$ cat src/rtl/amo_pkg.sv
// Constants, field positions and reset values for the alarm mask and offset trim registers.
package amo_pkg;

  // ---------------------------------------------------------------------------
  // Bus geometry
  // ---------------------------------------------------------------------------
  localparam int unsigned AMO_ADDR_W  = 12;
  localparam int unsigned AMO_DATA_W  = 32;
  localparam int unsigned AMO_IDX_W   = 10;
  localparam int unsigned AMO_LANES   = 8;
  localparam int unsigned AMO_OFS_W   = 12;

  // ---------------------------------------------------------------------------
  // Register indices; the byte address is four times the index
  // ---------------------------------------------------------------------------
  localparam logic [AMO_IDX_W-1:0] AMO_IDX_ALARM_STATUS = 10'h2C0;
  localparam logic [AMO_IDX_W-1:0] AMO_IDX_ALARM_MASK   = 10'h2C2;
  localparam logic [AMO_IDX_W-1:0] AMO_IDX_LANE_FLAGS   = 10'h2C4;
  localparam logic [AMO_IDX_W-1:0] AMO_IDX_OFS_CORE0    = 10'h330;
  localparam logic [AMO_IDX_W-1:0] AMO_IDX_OFS_CORE1    = 10'h332;
  localparam logic [AMO_IDX_W-1:0] AMO_IDX_OFS_CORE2A   = 10'h334;

  // ---------------------------------------------------------------------------
  // Alarm bit positions, shared by the status and the mask registers
  // ---------------------------------------------------------------------------
  localparam int unsigned AMO_BIT_FIFO    = 5;
  localparam int unsigned AMO_BIT_SERDES  = 4;
  localparam int unsigned AMO_BIT_LINK    = 3;
  localparam int unsigned AMO_BIT_REALIGN = 2;
  localparam int unsigned AMO_BIT_DIVIDER = 0;

  // Alarm sources that can reach the summary output.
  localparam logic [7:0] AMO_ALARM_SOURCES = 8'h3D;

  // ---------------------------------------------------------------------------
  // Reset values
  // ---------------------------------------------------------------------------
  localparam logic [7:0]           AMO_MASK_RESET   = 8'h3F;
  localparam logic [7:0]           AMO_STATUS_RESET = 8'h3F;
  localparam logic [7:0]           AMO_LANE_RESET   = 8'hFF;
  localparam logic [AMO_OFS_W-1:0] AMO_OFS_RESET    = 12'h000;

  // Offset trim loading from fuse memory.
  typedef enum logic [0:0] {
    AMO_FUSE_WAIT,
    AMO_FUSE_DONE
  } amo_fuse_state_t;

endpackage

$ cat src/rtl/amo_alarm_mask_offset_regs.sv
// Alarm mask, lane FIFO alarm and offset trim register bank behind an APB slave.
//
// Functional notes
// (RL1) Alarm mask resets to 0x3F.
// (RL2) Mask bit 5 gates FIFO alarm.
// (RL3) Mask bit 4 gates serdes lock alarm.
// (RL4) Mask bit 3 gates link alarm.
// (RL5) Mask bit 2 gates realign alarm.
// (RL6) Mask bit 0 gates divider alarm.
// (RL7) Software keeps reserved mask bits default.
// (RL8) Lane FIFO fault sets its lane flag.
// (RL9) Lane flags reset to 0xFF.
// (RL10) Writing one clears a lane flag.
// (RL11) Persisting fault sets flag again immediately.
// (RL12) Clearing FIFO summary clears all lanes.
// (RL13) Offset is 12 bits, upper bits zero.
// (RL14) Offsets default from fuse memory.
// (RL15) Second offset drives core one.
// (RL16) Third offset applies only on input A.
// (RL17) No offset access during offset calibration.
// (RL18) Wait for foreground done when required.
// (RL19) Never access offsets in background tracking.
// (RL20) Background without tracking: offset tracking off.
// (RL21) Foreground step still trims spare cores.
// (RL22) Otherwise offsets are freely accessible.
// (RL23) Alarm status bits reset to one.
// (RL24) Link disabled leaves non-clock alarms undefined.
// (RL25) Summary is OR of unmasked alarms.
`timescale 1ns/10ps

module amo_alarm_mask_offset_regs
(
  input  wire logic                             clk_sys,
  input  wire logic                             resetn,
  input  wire logic                             softReset,
  input  wire logic [amo_pkg::AMO_ADDR_W-1:0]   paddr,
  input  wire logic                             psel,
  input  wire logic                             penable,
  input  wire logic                             pwrite,
  input  wire logic [amo_pkg::AMO_DATA_W-1:0]   pwdata,
  input  wire logic [3:0]                       pstrb,
  output logic      [amo_pkg::AMO_DATA_W-1:0]   prdata,
  output logic                                  pready,
  output logic                                  pslverr,
  input  wire logic [amo_pkg::AMO_LANES-1:0]    laneFifoError,
  input  wire logic                             serdesLockLost,
  input  wire logic                             linkStateError,
  input  wire logic                             realignEvent,
  input  wire logic                             dividerMismatch,
  input  wire logic                             serialLinkEnable,
  input  wire logic                             fuseReady,
  input  wire logic [amo_pkg::AMO_OFS_W-1:0]    fuseOffset0,
  input  wire logic [amo_pkg::AMO_OFS_W-1:0]    fuseOffset1,
  input  wire logic [amo_pkg::AMO_OFS_W-1:0]    fuseOffset2a,
  input  wire logic                             core2SampleInputA,
  output logic      [amo_pkg::AMO_OFS_W-1:0]    core0OffsetTrim,
  output logic      [amo_pkg::AMO_OFS_W-1:0]    core1OffsetTrim,
  output logic      [amo_pkg::AMO_OFS_W-1:0]    core2OffsetTrim,
  output logic                                  offsetsLoaded,
  output logic                                  summaryAlarm
);
  import amo_pkg::*;

  // ---------------------------------------------------------------------------
  // Declarations
  // ---------------------------------------------------------------------------
  logic [7:0]           alarmMask_reg;
  logic [7:0]           alarmStatus_reg;
  logic [7:0]           alarmStatus_next;
  logic [7:0]           alarmEvents;
  logic [7:0]           statusClear;
  logic [AMO_LANES-1:0] laneFlags_reg;
  logic [AMO_LANES-1:0] laneFlags_next;
  logic [AMO_LANES-1:0] laneClear;
  logic [AMO_OFS_W-1:0] ofsCore0_reg;
  logic [AMO_OFS_W-1:0] ofsCore1_reg;
  logic [AMO_OFS_W-1:0] ofsCore2a_reg;
  logic [AMO_OFS_W-1:0] core2Applied_reg;
  logic [AMO_DATA_W-1:0] readData_reg;
  logic                 summary_reg;
  amo_fuse_state_t      fuseState_reg;
  logic                 setupPhase;
  logic                 writeTaken;
  logic                 clearAllLanes;
  logic                 addrMapped;

  // ---------------------------------------------------------------------------
  // Address decode
  // ---------------------------------------------------------------------------
  // True when the byte address selects the register with the given index.
  function automatic logic hitsIndex(input logic [AMO_ADDR_W-1:0] addr,
                                     input logic [AMO_IDX_W-1:0]  idx);
    hitsIndex = (addr == {idx, 2'b00});
  endfunction

  // The slave never stalls, so every access phase completes in one cycle.
  assign pready     = 1'b1;
  assign setupPhase = psel && !penable;
  assign writeTaken = psel && penable && pwrite && pready;
  assign addrMapped = hitsIndex(paddr, AMO_IDX_ALARM_STATUS) ||
                      hitsIndex(paddr, AMO_IDX_ALARM_MASK)   ||
                      hitsIndex(paddr, AMO_IDX_LANE_FLAGS)   ||
                      hitsIndex(paddr, AMO_IDX_OFS_CORE0)    ||
                      hitsIndex(paddr, AMO_IDX_OFS_CORE1)    ||
                      hitsIndex(paddr, AMO_IDX_OFS_CORE2A);

  // Unmapped addresses answer with an error and change nothing.
  assign pslverr = psel && penable && !addrMapped;

  // ---------------------------------------------------------------------------
  // Alarm mask register
  // ---------------------------------------------------------------------------
  // Reserved bits are stored as written; software is trusted to keep them.
  always_ff @(posedge clk_sys or negedge resetn) begin
    if (!resetn) begin
      alarmMask_reg <= AMO_MASK_RESET;                          // see RL1
    end else if (softReset) begin
      alarmMask_reg <= AMO_MASK_RESET;
    end else if (writeTaken && pstrb[0] && hitsIndex(paddr, AMO_IDX_ALARM_MASK)) begin
      alarmMask_reg <= pwdata[7:0];                             // see RL7
    end
  end

  // ---------------------------------------------------------------------------
  // Alarm status register (write one to clear)
  // ---------------------------------------------------------------------------
  // Link side alarms are only raised while the link runs, since they carry
  // no meaning otherwise; the FIFO and divider alarms are always live.
  always_comb begin
    alarmEvents                  = 8'h00;
    alarmEvents[AMO_BIT_FIFO]    = |laneFifoError;
    alarmEvents[AMO_BIT_SERDES]  = serdesLockLost && serialLinkEnable;   // see RL24
    alarmEvents[AMO_BIT_LINK]    = linkStateError && serialLinkEnable;
    alarmEvents[AMO_BIT_REALIGN] = realignEvent && serialLinkEnable;
    alarmEvents[AMO_BIT_DIVIDER] = dividerMismatch;
  end

  assign statusClear   = (writeTaken && pstrb[0] && hitsIndex(paddr, AMO_IDX_ALARM_STATUS)) ?
                         pwdata[7:0] : 8'h00;
  assign clearAllLanes = statusClear[AMO_BIT_FIFO];               // see RL12

  // A new event in the clearing cycle wins over the clear.
  assign alarmStatus_next = (alarmStatus_reg & ~statusClear) | alarmEvents;

  always_ff @(posedge clk_sys or negedge resetn) begin
    if (!resetn) begin
      alarmStatus_reg <= AMO_STATUS_RESET;                      // see RL23
    end else if (softReset) begin
      alarmStatus_reg <= AMO_STATUS_RESET;
    end else begin
      alarmStatus_reg <= alarmStatus_next;
    end
  end

  // ---------------------------------------------------------------------------
  // Lane FIFO alarm flags
  // ---------------------------------------------------------------------------
  // Each lane clears on its own written one or on the summary clear, and a
  // fault still present in that cycle keeps the flag set.
  for (genvar lane = 0; lane < AMO_LANES; lane++) begin : g_lane
    assign laneClear[lane] = clearAllLanes ||
                             (writeTaken && pstrb[0] && pwdata[lane] &&
                              hitsIndex(paddr, AMO_IDX_LANE_FLAGS));       // see RL10
    assign laneFlags_next[lane] = (laneFlags_reg[lane] && !laneClear[lane]) ||
                                  laneFifoError[lane];                      // see RL8
  end

  always_ff @(posedge clk_sys or negedge resetn) begin
    if (!resetn) begin
      laneFlags_reg <= AMO_LANE_RESET;                          // see RL9
    end else if (softReset) begin
      laneFlags_reg <= AMO_LANE_RESET;
    end else begin
      laneFlags_reg <= laneFlags_next;                          // see RL11
    end
  end

  // ---------------------------------------------------------------------------
  // Summary alarm
  // ---------------------------------------------------------------------------
  // Registered so the output never glitches; it trails the status by a cycle.
  always_ff @(posedge clk_sys or negedge resetn) begin
    if (!resetn) begin
      summary_reg <= 1'b0;
    end else if (softReset) begin
      summary_reg <= 1'b0;
    end else begin
      summary_reg <= |(alarmStatus_reg & ~alarmMask_reg & AMO_ALARM_SOURCES); // see RL25
    end
  end

  assign summaryAlarm = summary_reg;                            // see RL2 RL3 RL4 RL5 RL6

  // ---------------------------------------------------------------------------
  // Offset trims and fuse loading
  // ---------------------------------------------------------------------------
  // The trims start from fuse memory once it reports valid; writes before
  // that are dropped so a late fuse load cannot overwrite software values.
  always_ff @(posedge clk_sys or negedge resetn) begin
    if (!resetn) begin
      fuseState_reg <= AMO_FUSE_WAIT;
    end else if (softReset) begin
      fuseState_reg <= AMO_FUSE_WAIT;
    end else begin
      unique case (fuseState_reg)
        AMO_FUSE_WAIT: begin
          if (fuseReady) begin
            fuseState_reg <= AMO_FUSE_DONE;
          end
        end
        AMO_FUSE_DONE: fuseState_reg <= AMO_FUSE_DONE;
      endcase
    end
  end

  // Offset registers keep twelve bits; the twenty reserved upper bits are not stored.
  always_ff @(posedge clk_sys or negedge resetn) begin
    if (!resetn) begin
      ofsCore0_reg  <= AMO_OFS_RESET;
      ofsCore1_reg  <= AMO_OFS_RESET;
      ofsCore2a_reg <= AMO_OFS_RESET;
    end else if (softReset) begin
      ofsCore0_reg  <= AMO_OFS_RESET;
      ofsCore1_reg  <= AMO_OFS_RESET;
      ofsCore2a_reg <= AMO_OFS_RESET;
    end else if (fuseState_reg == AMO_FUSE_WAIT) begin
      if (fuseReady) begin
        ofsCore0_reg  <= fuseOffset0;                           // see RL14
        ofsCore1_reg  <= fuseOffset1;
        ofsCore2a_reg <= fuseOffset2a;
      end
    end else if (writeTaken && pstrb[0] && pstrb[1]) begin
      if (hitsIndex(paddr, AMO_IDX_OFS_CORE0)) begin
        ofsCore0_reg <= pwdata[AMO_OFS_W-1:0];                  // see RL13
      end
      if (hitsIndex(paddr, AMO_IDX_OFS_CORE1)) begin
        ofsCore1_reg <= pwdata[AMO_OFS_W-1:0];                  // see RL15
      end
      if (hitsIndex(paddr, AMO_IDX_OFS_CORE2A)) begin
        ofsCore2a_reg <= pwdata[AMO_OFS_W-1:0];
      end
    end
  end

  // Core two gets this trim only while it samples the first input pair; the
  // other pair's trim lives elsewhere, so zero is passed meanwhile.
  always_ff @(posedge clk_sys or negedge resetn) begin
    if (!resetn) begin
      core2Applied_reg <= AMO_OFS_RESET;
    end else begin
      core2Applied_reg <= core2SampleInputA ? ofsCore2a_reg : AMO_OFS_RESET; // see RL16
    end
  end

  assign core0OffsetTrim = ofsCore0_reg;
  assign core1OffsetTrim = ofsCore1_reg;                        // see RL15
  assign core2OffsetTrim = core2Applied_reg;
  assign offsetsLoaded   = (fuseState_reg == AMO_FUSE_DONE);

  // ---------------------------------------------------------------------------
  // Read data
  // ---------------------------------------------------------------------------
  // Read data is captured in the setup cycle so it stands from a flip-flop
  // for the whole access phase; unused bits read as zero.
  always_ff @(posedge clk_sys or negedge resetn) begin
    if (!resetn) begin
      readData_reg <= '0;
    end else if (setupPhase && !pwrite) begin
      readData_reg <= '0;
      if (hitsIndex(paddr, AMO_IDX_ALARM_STATUS)) begin
        readData_reg[7:0] <= alarmStatus_reg;
      end
      if (hitsIndex(paddr, AMO_IDX_ALARM_MASK)) begin
        readData_reg[7:0] <= alarmMask_reg;
      end
      if (hitsIndex(paddr, AMO_IDX_LANE_FLAGS)) begin
        readData_reg[7:0] <= laneFlags_reg;
      end
      if (hitsIndex(paddr, AMO_IDX_OFS_CORE0)) begin
        readData_reg[AMO_OFS_W-1:0] <= ofsCore0_reg;            // see RL13
      end
      if (hitsIndex(paddr, AMO_IDX_OFS_CORE1)) begin
        readData_reg[AMO_OFS_W-1:0] <= ofsCore1_reg;
      end
      if (hitsIndex(paddr, AMO_IDX_OFS_CORE2A)) begin
        readData_reg[AMO_OFS_W-1:0] <= ofsCore2a_reg;
      end
    end
  end

  assign prdata = readData_reg;
endmodule

$ cat config.mk
export PLATFORM = sky130hd
export DESIGN_NAME = amo_alarm_mask_offset_regs
export DESIGN_NICKNAME = d
export VERILOG_FILES = /design/src/rtl/amo_pkg.sv /design/src/rtl/amo_alarm_mask_offset_regs.sv
export SDC_FILE = /design/constraint.sdc
export NUM_CORES = 1
export LEC_CHECK = 0
export BUFFER_PORTS_ARGS = -buffer_cell sky130_fd_sc_hd__buf_2
export CORE_MARGIN = 8
export CORE_UTILIZATION = 40
export DETAILED_ROUTE_END_ITERATION = 16
export PLACE_DENSITY_LB_ADDON = 0.2
export SLEW_MARGIN = 20
export SYNTH_ARGS = -nofsm -noshare
export SYNTH_HDL_FRONTEND = slang
export SYNTH_SLANG_ARGS = --single-unit
$ cat constraint.sdc
create_clock -name clk_sys -period 2.1 [get_ports clk_sys]
set_input_delay 0.105 -clock clk_sys [delete_from_list [all_inputs] [get_ports clk_sys]]
set_output_delay 0.105 -clock clk_sys [all_outputs]
set_load 0.02 [all_outputs]
* Word-level counts from Yosys, hierarchy flattened
Cells that the tools add are included.
** Word-level totals
- RAM bits :: 0
- Bits in read-only memories :: 0
- Word-level logic and storage cells :: 132
- Latch bits :: 0
- Memories :: 0
- Input port bits :: 105
- Output and inout port bits :: 72
- Register bits :: 86
** Cells by class
- Bitwise operators :: 6
- $add $sub $neg :: 0
- Equality and inequality tests :: 10
- Muxes and demuxes :: 31
- Divide/modulo/power cells :: 0
- Reduce and logical (&&, ||, !) cells :: 75
- Order comparisons :: 0
- Shift operators :: 0
- Multiply operators :: 0
** Operators by type and width (number)
- $mux 12 :: 19
- $eq 12x12->1 const B :: 6
- $mux 8 :: 8
- $logic_and 1x1->1 :: 36
- $logic_or 1x1->1 :: 21
- $ne 3x2->1 const B :: 4
- $logic_not 1->1 :: 11
- $reduce_and 3->1 :: 3
- $and 8x8->8 :: 1
- $not 8->8 :: 1
- $or 8x6->8 :: 1
- $reduce_or 8->1 :: 1
- $and 6x6->6 :: 1
- $not 6->6 :: 1
- $reduce_or 5->1 :: 1
- $mux 1 :: 3
- $reduce_bool 3->1 :: 1
- $pmux 1 s2 :: 1
- $reduce_bool 2->1 :: 1
- $not 1->1 :: 1

* Logic depth before layout (Yosys ltp)
- Depth in word-level cells :: 10
- Gate-level depth with buffers :: 8

* Least setup slack after synthesis
No wires, ideal clock.
- Path kind :: in2reg
- From :: input paddr[1] (netlist name)
- To :: register ofsCore1_reg[10] (netlist: core1OffsetTrim[10])
- Path slack :: 0.385 ns
- Data required time :: 1.961 ns
- Arrival :: 1.576 ns
- Stages on the path :: 7
- Cells stage by stage :: or4_4 buf_6 nor3b_4 a31oi_2 buf_2 nand2_1 o31ai_2
** On the way
- Word-level cells in the longest chain between the ends :: 3
** Ends and longest elaborated chain
- start: declaration :: RTL line amo_alarm_mask_offset_regs.sv:36 : input wire logic [amo_pkg::AMO_ADDR_W-1:0] paddr,
- $eq 12x12->1 :: RTL line amo_alarm_mask_offset_regs.sv:93 : hitsIndex = (addr == {idx, 2'b00});
- $ne 3x2->1 (no source line)
- $reduce_and 3->1 (no source line)
- end signal: assignment :: RTL line amo_alarm_mask_offset_regs.sv:229 : ofsCore1_reg <= fuseOffset1;
- end signal: assignment :: RTL line amo_alarm_mask_offset_regs.sv:237 : ofsCore1_reg <= pwdata[AMO_OFS_W-1:0];
- end: declaration :: RTL line amo_alarm_mask_offset_regs.sv:76 : logic [AMO_OFS_W-1:0] ofsCore1_reg;
No other way between the ends.
A chain may end at the register's enable or synchronous reset.

* Final worst setup path
- From :: input paddr[8] (netlist name)
- To :: output pslverr
** On the way
- Word-level cells in the longest chain between the ends :: 8
- Elaborated cells on any way between the ends :: 13
- Classes of those cells :: 6 x eq/ne; 7 x reduce/logical
** Ends and longest elaborated chain
- $eq 12x12->1 :: RTL line amo_alarm_mask_offset_regs.sv:93
- $logic_or 1x1->1 :: RTL line amo_alarm_mask_offset_regs.sv:100 : assign addrMapped = hitsIndex(paddr, AMO_IDX_ALARM_STATUS) ||
- $logic_or 1x1->1 :: RTL line amo_alarm_mask_offset_regs.sv:101 : hitsIndex(paddr, AMO_IDX_ALARM_MASK) ||
- $logic_or 1x1->1 :: RTL line amo_alarm_mask_offset_regs.sv:102 : hitsIndex(paddr, AMO_IDX_LANE_FLAGS) ||
- $logic_or 1x1->1 :: RTL line amo_alarm_mask_offset_regs.sv:103 : hitsIndex(paddr, AMO_IDX_OFS_CORE0) ||
- $logic_or 1x1->1 (*) :: RTL line amo_alarm_mask_offset_regs.sv:104 : hitsIndex(paddr, AMO_IDX_OFS_CORE1) ||
- $logic_not 1->1 (*) :: RTL line amo_alarm_mask_offset_regs.sv:108 : assign pslverr = psel && penable && !addrMapped;
- $logic_and 1x1->1 (*) :: RTL line amo_alarm_mask_offset_regs.sv:108
- end: declaration :: RTL line amo_alarm_mask_offset_regs.sv:44 : output logic pslverr,
Every way passes the cells marked *; elsewhere a longest branch is shown, timed or not.

==> metrics <==
outcome completed; Final Hold Viols 0; port bufs 133; Syn Area/Cell 10.1 sq um; RSZ-0062 raised after global routing false; post-synthesis async set-or-reset flop share 100%; Num CTS Buffers 9; Vias 4,177; Worst IR Drop VDD 0.404 mV; maximum fanout along the worst path 8; Pins Over Slew Limit 0; antenna violations before repair 0; # diodes 0; footprint of the multi-input gates 2310 sq um; slowest stage cell, crit path nor4bb_1; Syn-to-layout area delta 24.3%; aggregate routed wire length 15.2 mm; CTS Buffer Depth 2; H-tree Lvls 3; share of layout cells above drive strength 1 36.1%; gpl congestion 0.897; post-DP HPWL 11.3 mm; Worst-Skew Late Latency 0.35 ns; Routed WL per cell 20.0 microns; final setup violation count 0; post-route ant nets 0; worst slew pin tran 0.756 ns; Layout fillers 1,129; GRT Util Overall between 15 and 20%; post-synthesis cell count 471; clk root buf clkbuf_16; total gr overflow 0; site row count 40; number of enable flip-flop cells after synthesis 0; Pwr Density 711 nW/um^2; Crit path required time 2.00 ns; DRC 0; Final Cycle Share ~86%; total negative setup slack 0 ns; first-pass GRT wire length 24.1 mm; Clock Skew 0.00871 ns; crit path cell chain buf_2 -> nor4bb_1 -> and3_1 -> buf_4 -> o21ai_0 -> and3_1 -> buf_2; first-iteration detailed-routing DRC count 304; Die Area around 16,000 sq um; FF+latch area roughly 2200 sq um; CTS clk-pin slew, worst paths 0.06 ns; ys flop type dfrtp_1; WHS 0.000828 ns; Crit. End Element primary output; Core Box Area between 10,000 and 15,000 sq um; fin crit period 1.80 ns; type of origin of the critical path input pin; fin nets 712; # IOs about 180; Warnings, synthesis 0; Die Wd about 130 microns; total of max-cap violations 0; WP data arrival 1.70 ns; clock sink total 86; DRT Pass-1 Iters 5; Seq/Total Area, Yosys 45.6%; Yosys reg bits 86; Leak about 2.7 nW; Initial Utilization 40.5%; Via-to-Cell Ratio 5.50; crit-path max cell delay 0.43 ns; largest net degree at the start of global routing between 60 and 70; vias in the first global route 4,345; Distinct cells, synth 56; Tightest Hold Check Type in2reg; CTS tree done; FMAX 555 MHz; kind of critical path in2out; post-synth design cell area about 4800 sq um; Die Y 125 microns; relative slew slack 49.6%; Post-CTS Setup Repair Bufs 0
## worst max-delay path: cells and delay by family
kind | cells | cell delay (ns)
buf+inv | 3 | 0.46
compound gates | 1 | 0.14
simple gates | 3 | 0.98
## routing by layer
metal	GRT usage (%)	wire length [microns]	vias to the layer above
li1	-	-	1958
met1	26.3	6970	2039
met2	30.6	6990	165
met3	4.50	1010	15
met4	6.16	241	0
met5	0	0	-
## synthesized netlist by cell type, types with 2 or more instances
library cell | number | area share (%)
a22oi_1 | 4 | 0.63
a31oi_1 | 3 | 0.39
buf_6 | 4 | 0.94
nand3_1 | 10 | 1.0
o21a_1 | 2 | 0.31
buf_4 | 22 | 3.5
nand2b_1 | 5 | 0.65
a21oi_1 | 14 | 1.5
nand3b_1 | 8 | 1.3
inv_1 | 5 | 0.39
nor2_1 | 14 | 1.1
a221o_1 | 3 | 0.63
o21ai_0 | 21 | 2.2
nor4_1 | 2 | 0.26
dfstp_2 | 20 | 11
nor3_1 | 10 | 1.0
buf_2 | 7 | 0.73
a21o_1 | 8 | 1.3
a311o_1 | 10 | 2.1
and2_1 | 13 | 1.7
nand4_1 | 5 | 0.65
mux2i_1 | 36 | 7.5
nor2b_1 | 7 | 0.92
conb_1 | 2 | 0.16
clkbuf_1 | 22 | 1.7
mux2_2 | 3 | 0.71
a221oi_1 | 6 | 1.1
a211oi_1 | 5 | 0.79
nor3b_1 | 2 | 0.31
o31ai_1 | 21 | 3.3
and3_1 | 3 | 0.39
a211o_1 | 5 | 0.92
dfrtp_1 | 66 | 35
o31ai_2 | 16 | 4.2
nand2_1 | 66 | 5.2
## path summary, 6_finish.rpt
check	end	start	slack (ns)	depth (start not counted)
max in group asynchronous	laneFlags_reg[5]	resetn	1.10	3
setup reg to reg	ofsCore2a_reg[7]	offsetsLoaded	0.45	5
hold / removal	alarmStatus_reg[3]	linkStateError	0.0008	2
min in group asynchronous	core1OffsetTrim[8]	resetn	0.31	2
setup / recovery	pslverr	paddr[8]	0.30	7
hold reg to reg	prdata[8]	prdata[8]	0.50	2
## cells by family (layout without fill, tap and decap cells)
| logic type | after synthesis | count (layout) | share of synthesized area, % |
|---|---|---|---|
| buf+inv | 62 | 184 | 7.65 |
| compound gates | 126 | 126 | 21.1 |
| simple gates | 156 | 156 | 17.3 |
| flops | 86 | 86 | 45.6 |
| other cells | 2 | 21 | 0.157 |
| mux | 39 | 39 | 8.25 |
## placed cells by master (no fill, tap or decap), types with 3 or more instances in the layout
cell           Yosys  final
dfrtp_1           66     65
nand3b_1           8      8
nand4_1            5      5
buf_4             22     18
a221o_1            3      3
nor2b_1            7      7
a21oi_1           14     14
o31ai_2           16     16
buf_2              7    132
nand2b_1           5      5
inv_1              5      5
mux2_2             3      3
conb_1             2     21
nor3_1            10     10
dfstp_2           20     20
nand3_1           10     10
and2_1            13     13
a22oi_1            4      4
clkbuf_16          0      9
a21o_1             8      8
dlygate4sd3_1      0     11
o21ai_0           21     21
a311o_1           10     10
a211oi_1           5      5
nand2_1           66     66
a211o_1            5      5
a221oi_1           6      6
mux2i_1           36     36
nor2_1            14     14
o31ai_1           21     21
and3_1             3      3
## where the power goes
part           internal [mW]  switching [mW]  total [mW]
logic                  0.274           0.471       0.745
clock network          0.926           0.705        1.63
registers               1.76          0.0819        1.84
total                   2.96            1.26        4.22
## through the flow
stage	util (%)	instances	setup slack (ns)	power, mW	cell area, sq um
after detailed placement	46.8	732	0.0686	2.61	5530
after global routing	50.3	759	0.164	4.37	5940
after floorplan	-	490	0.385	2.30	4850
after global placement	46.8	732	0.135	2.59	5530
final	50.3	759	0.300	4.22	5940
after CTS	50.3	759	0.287	4.24	5940
## layout make-up
class,count,area share [%]
clock buffer,9,3.79
clock inverter,7,1.22
inverter,5,0.316
multi-input combinational,342,39.0
sequential,86,36.7
tap,147,3.10
timing repair buffer,163,15.9
## repair_timing
| action | CTS | global route |
|---|---|---|
| hold buffers | 11 | 0 |
| endpoints found under the setup margin | 0 | 0 |
| endpoints found under the hold margin | 37 | 0 |
| gates resized for setup | 0 | 0 |
Power figures use the tool's default switching activity.
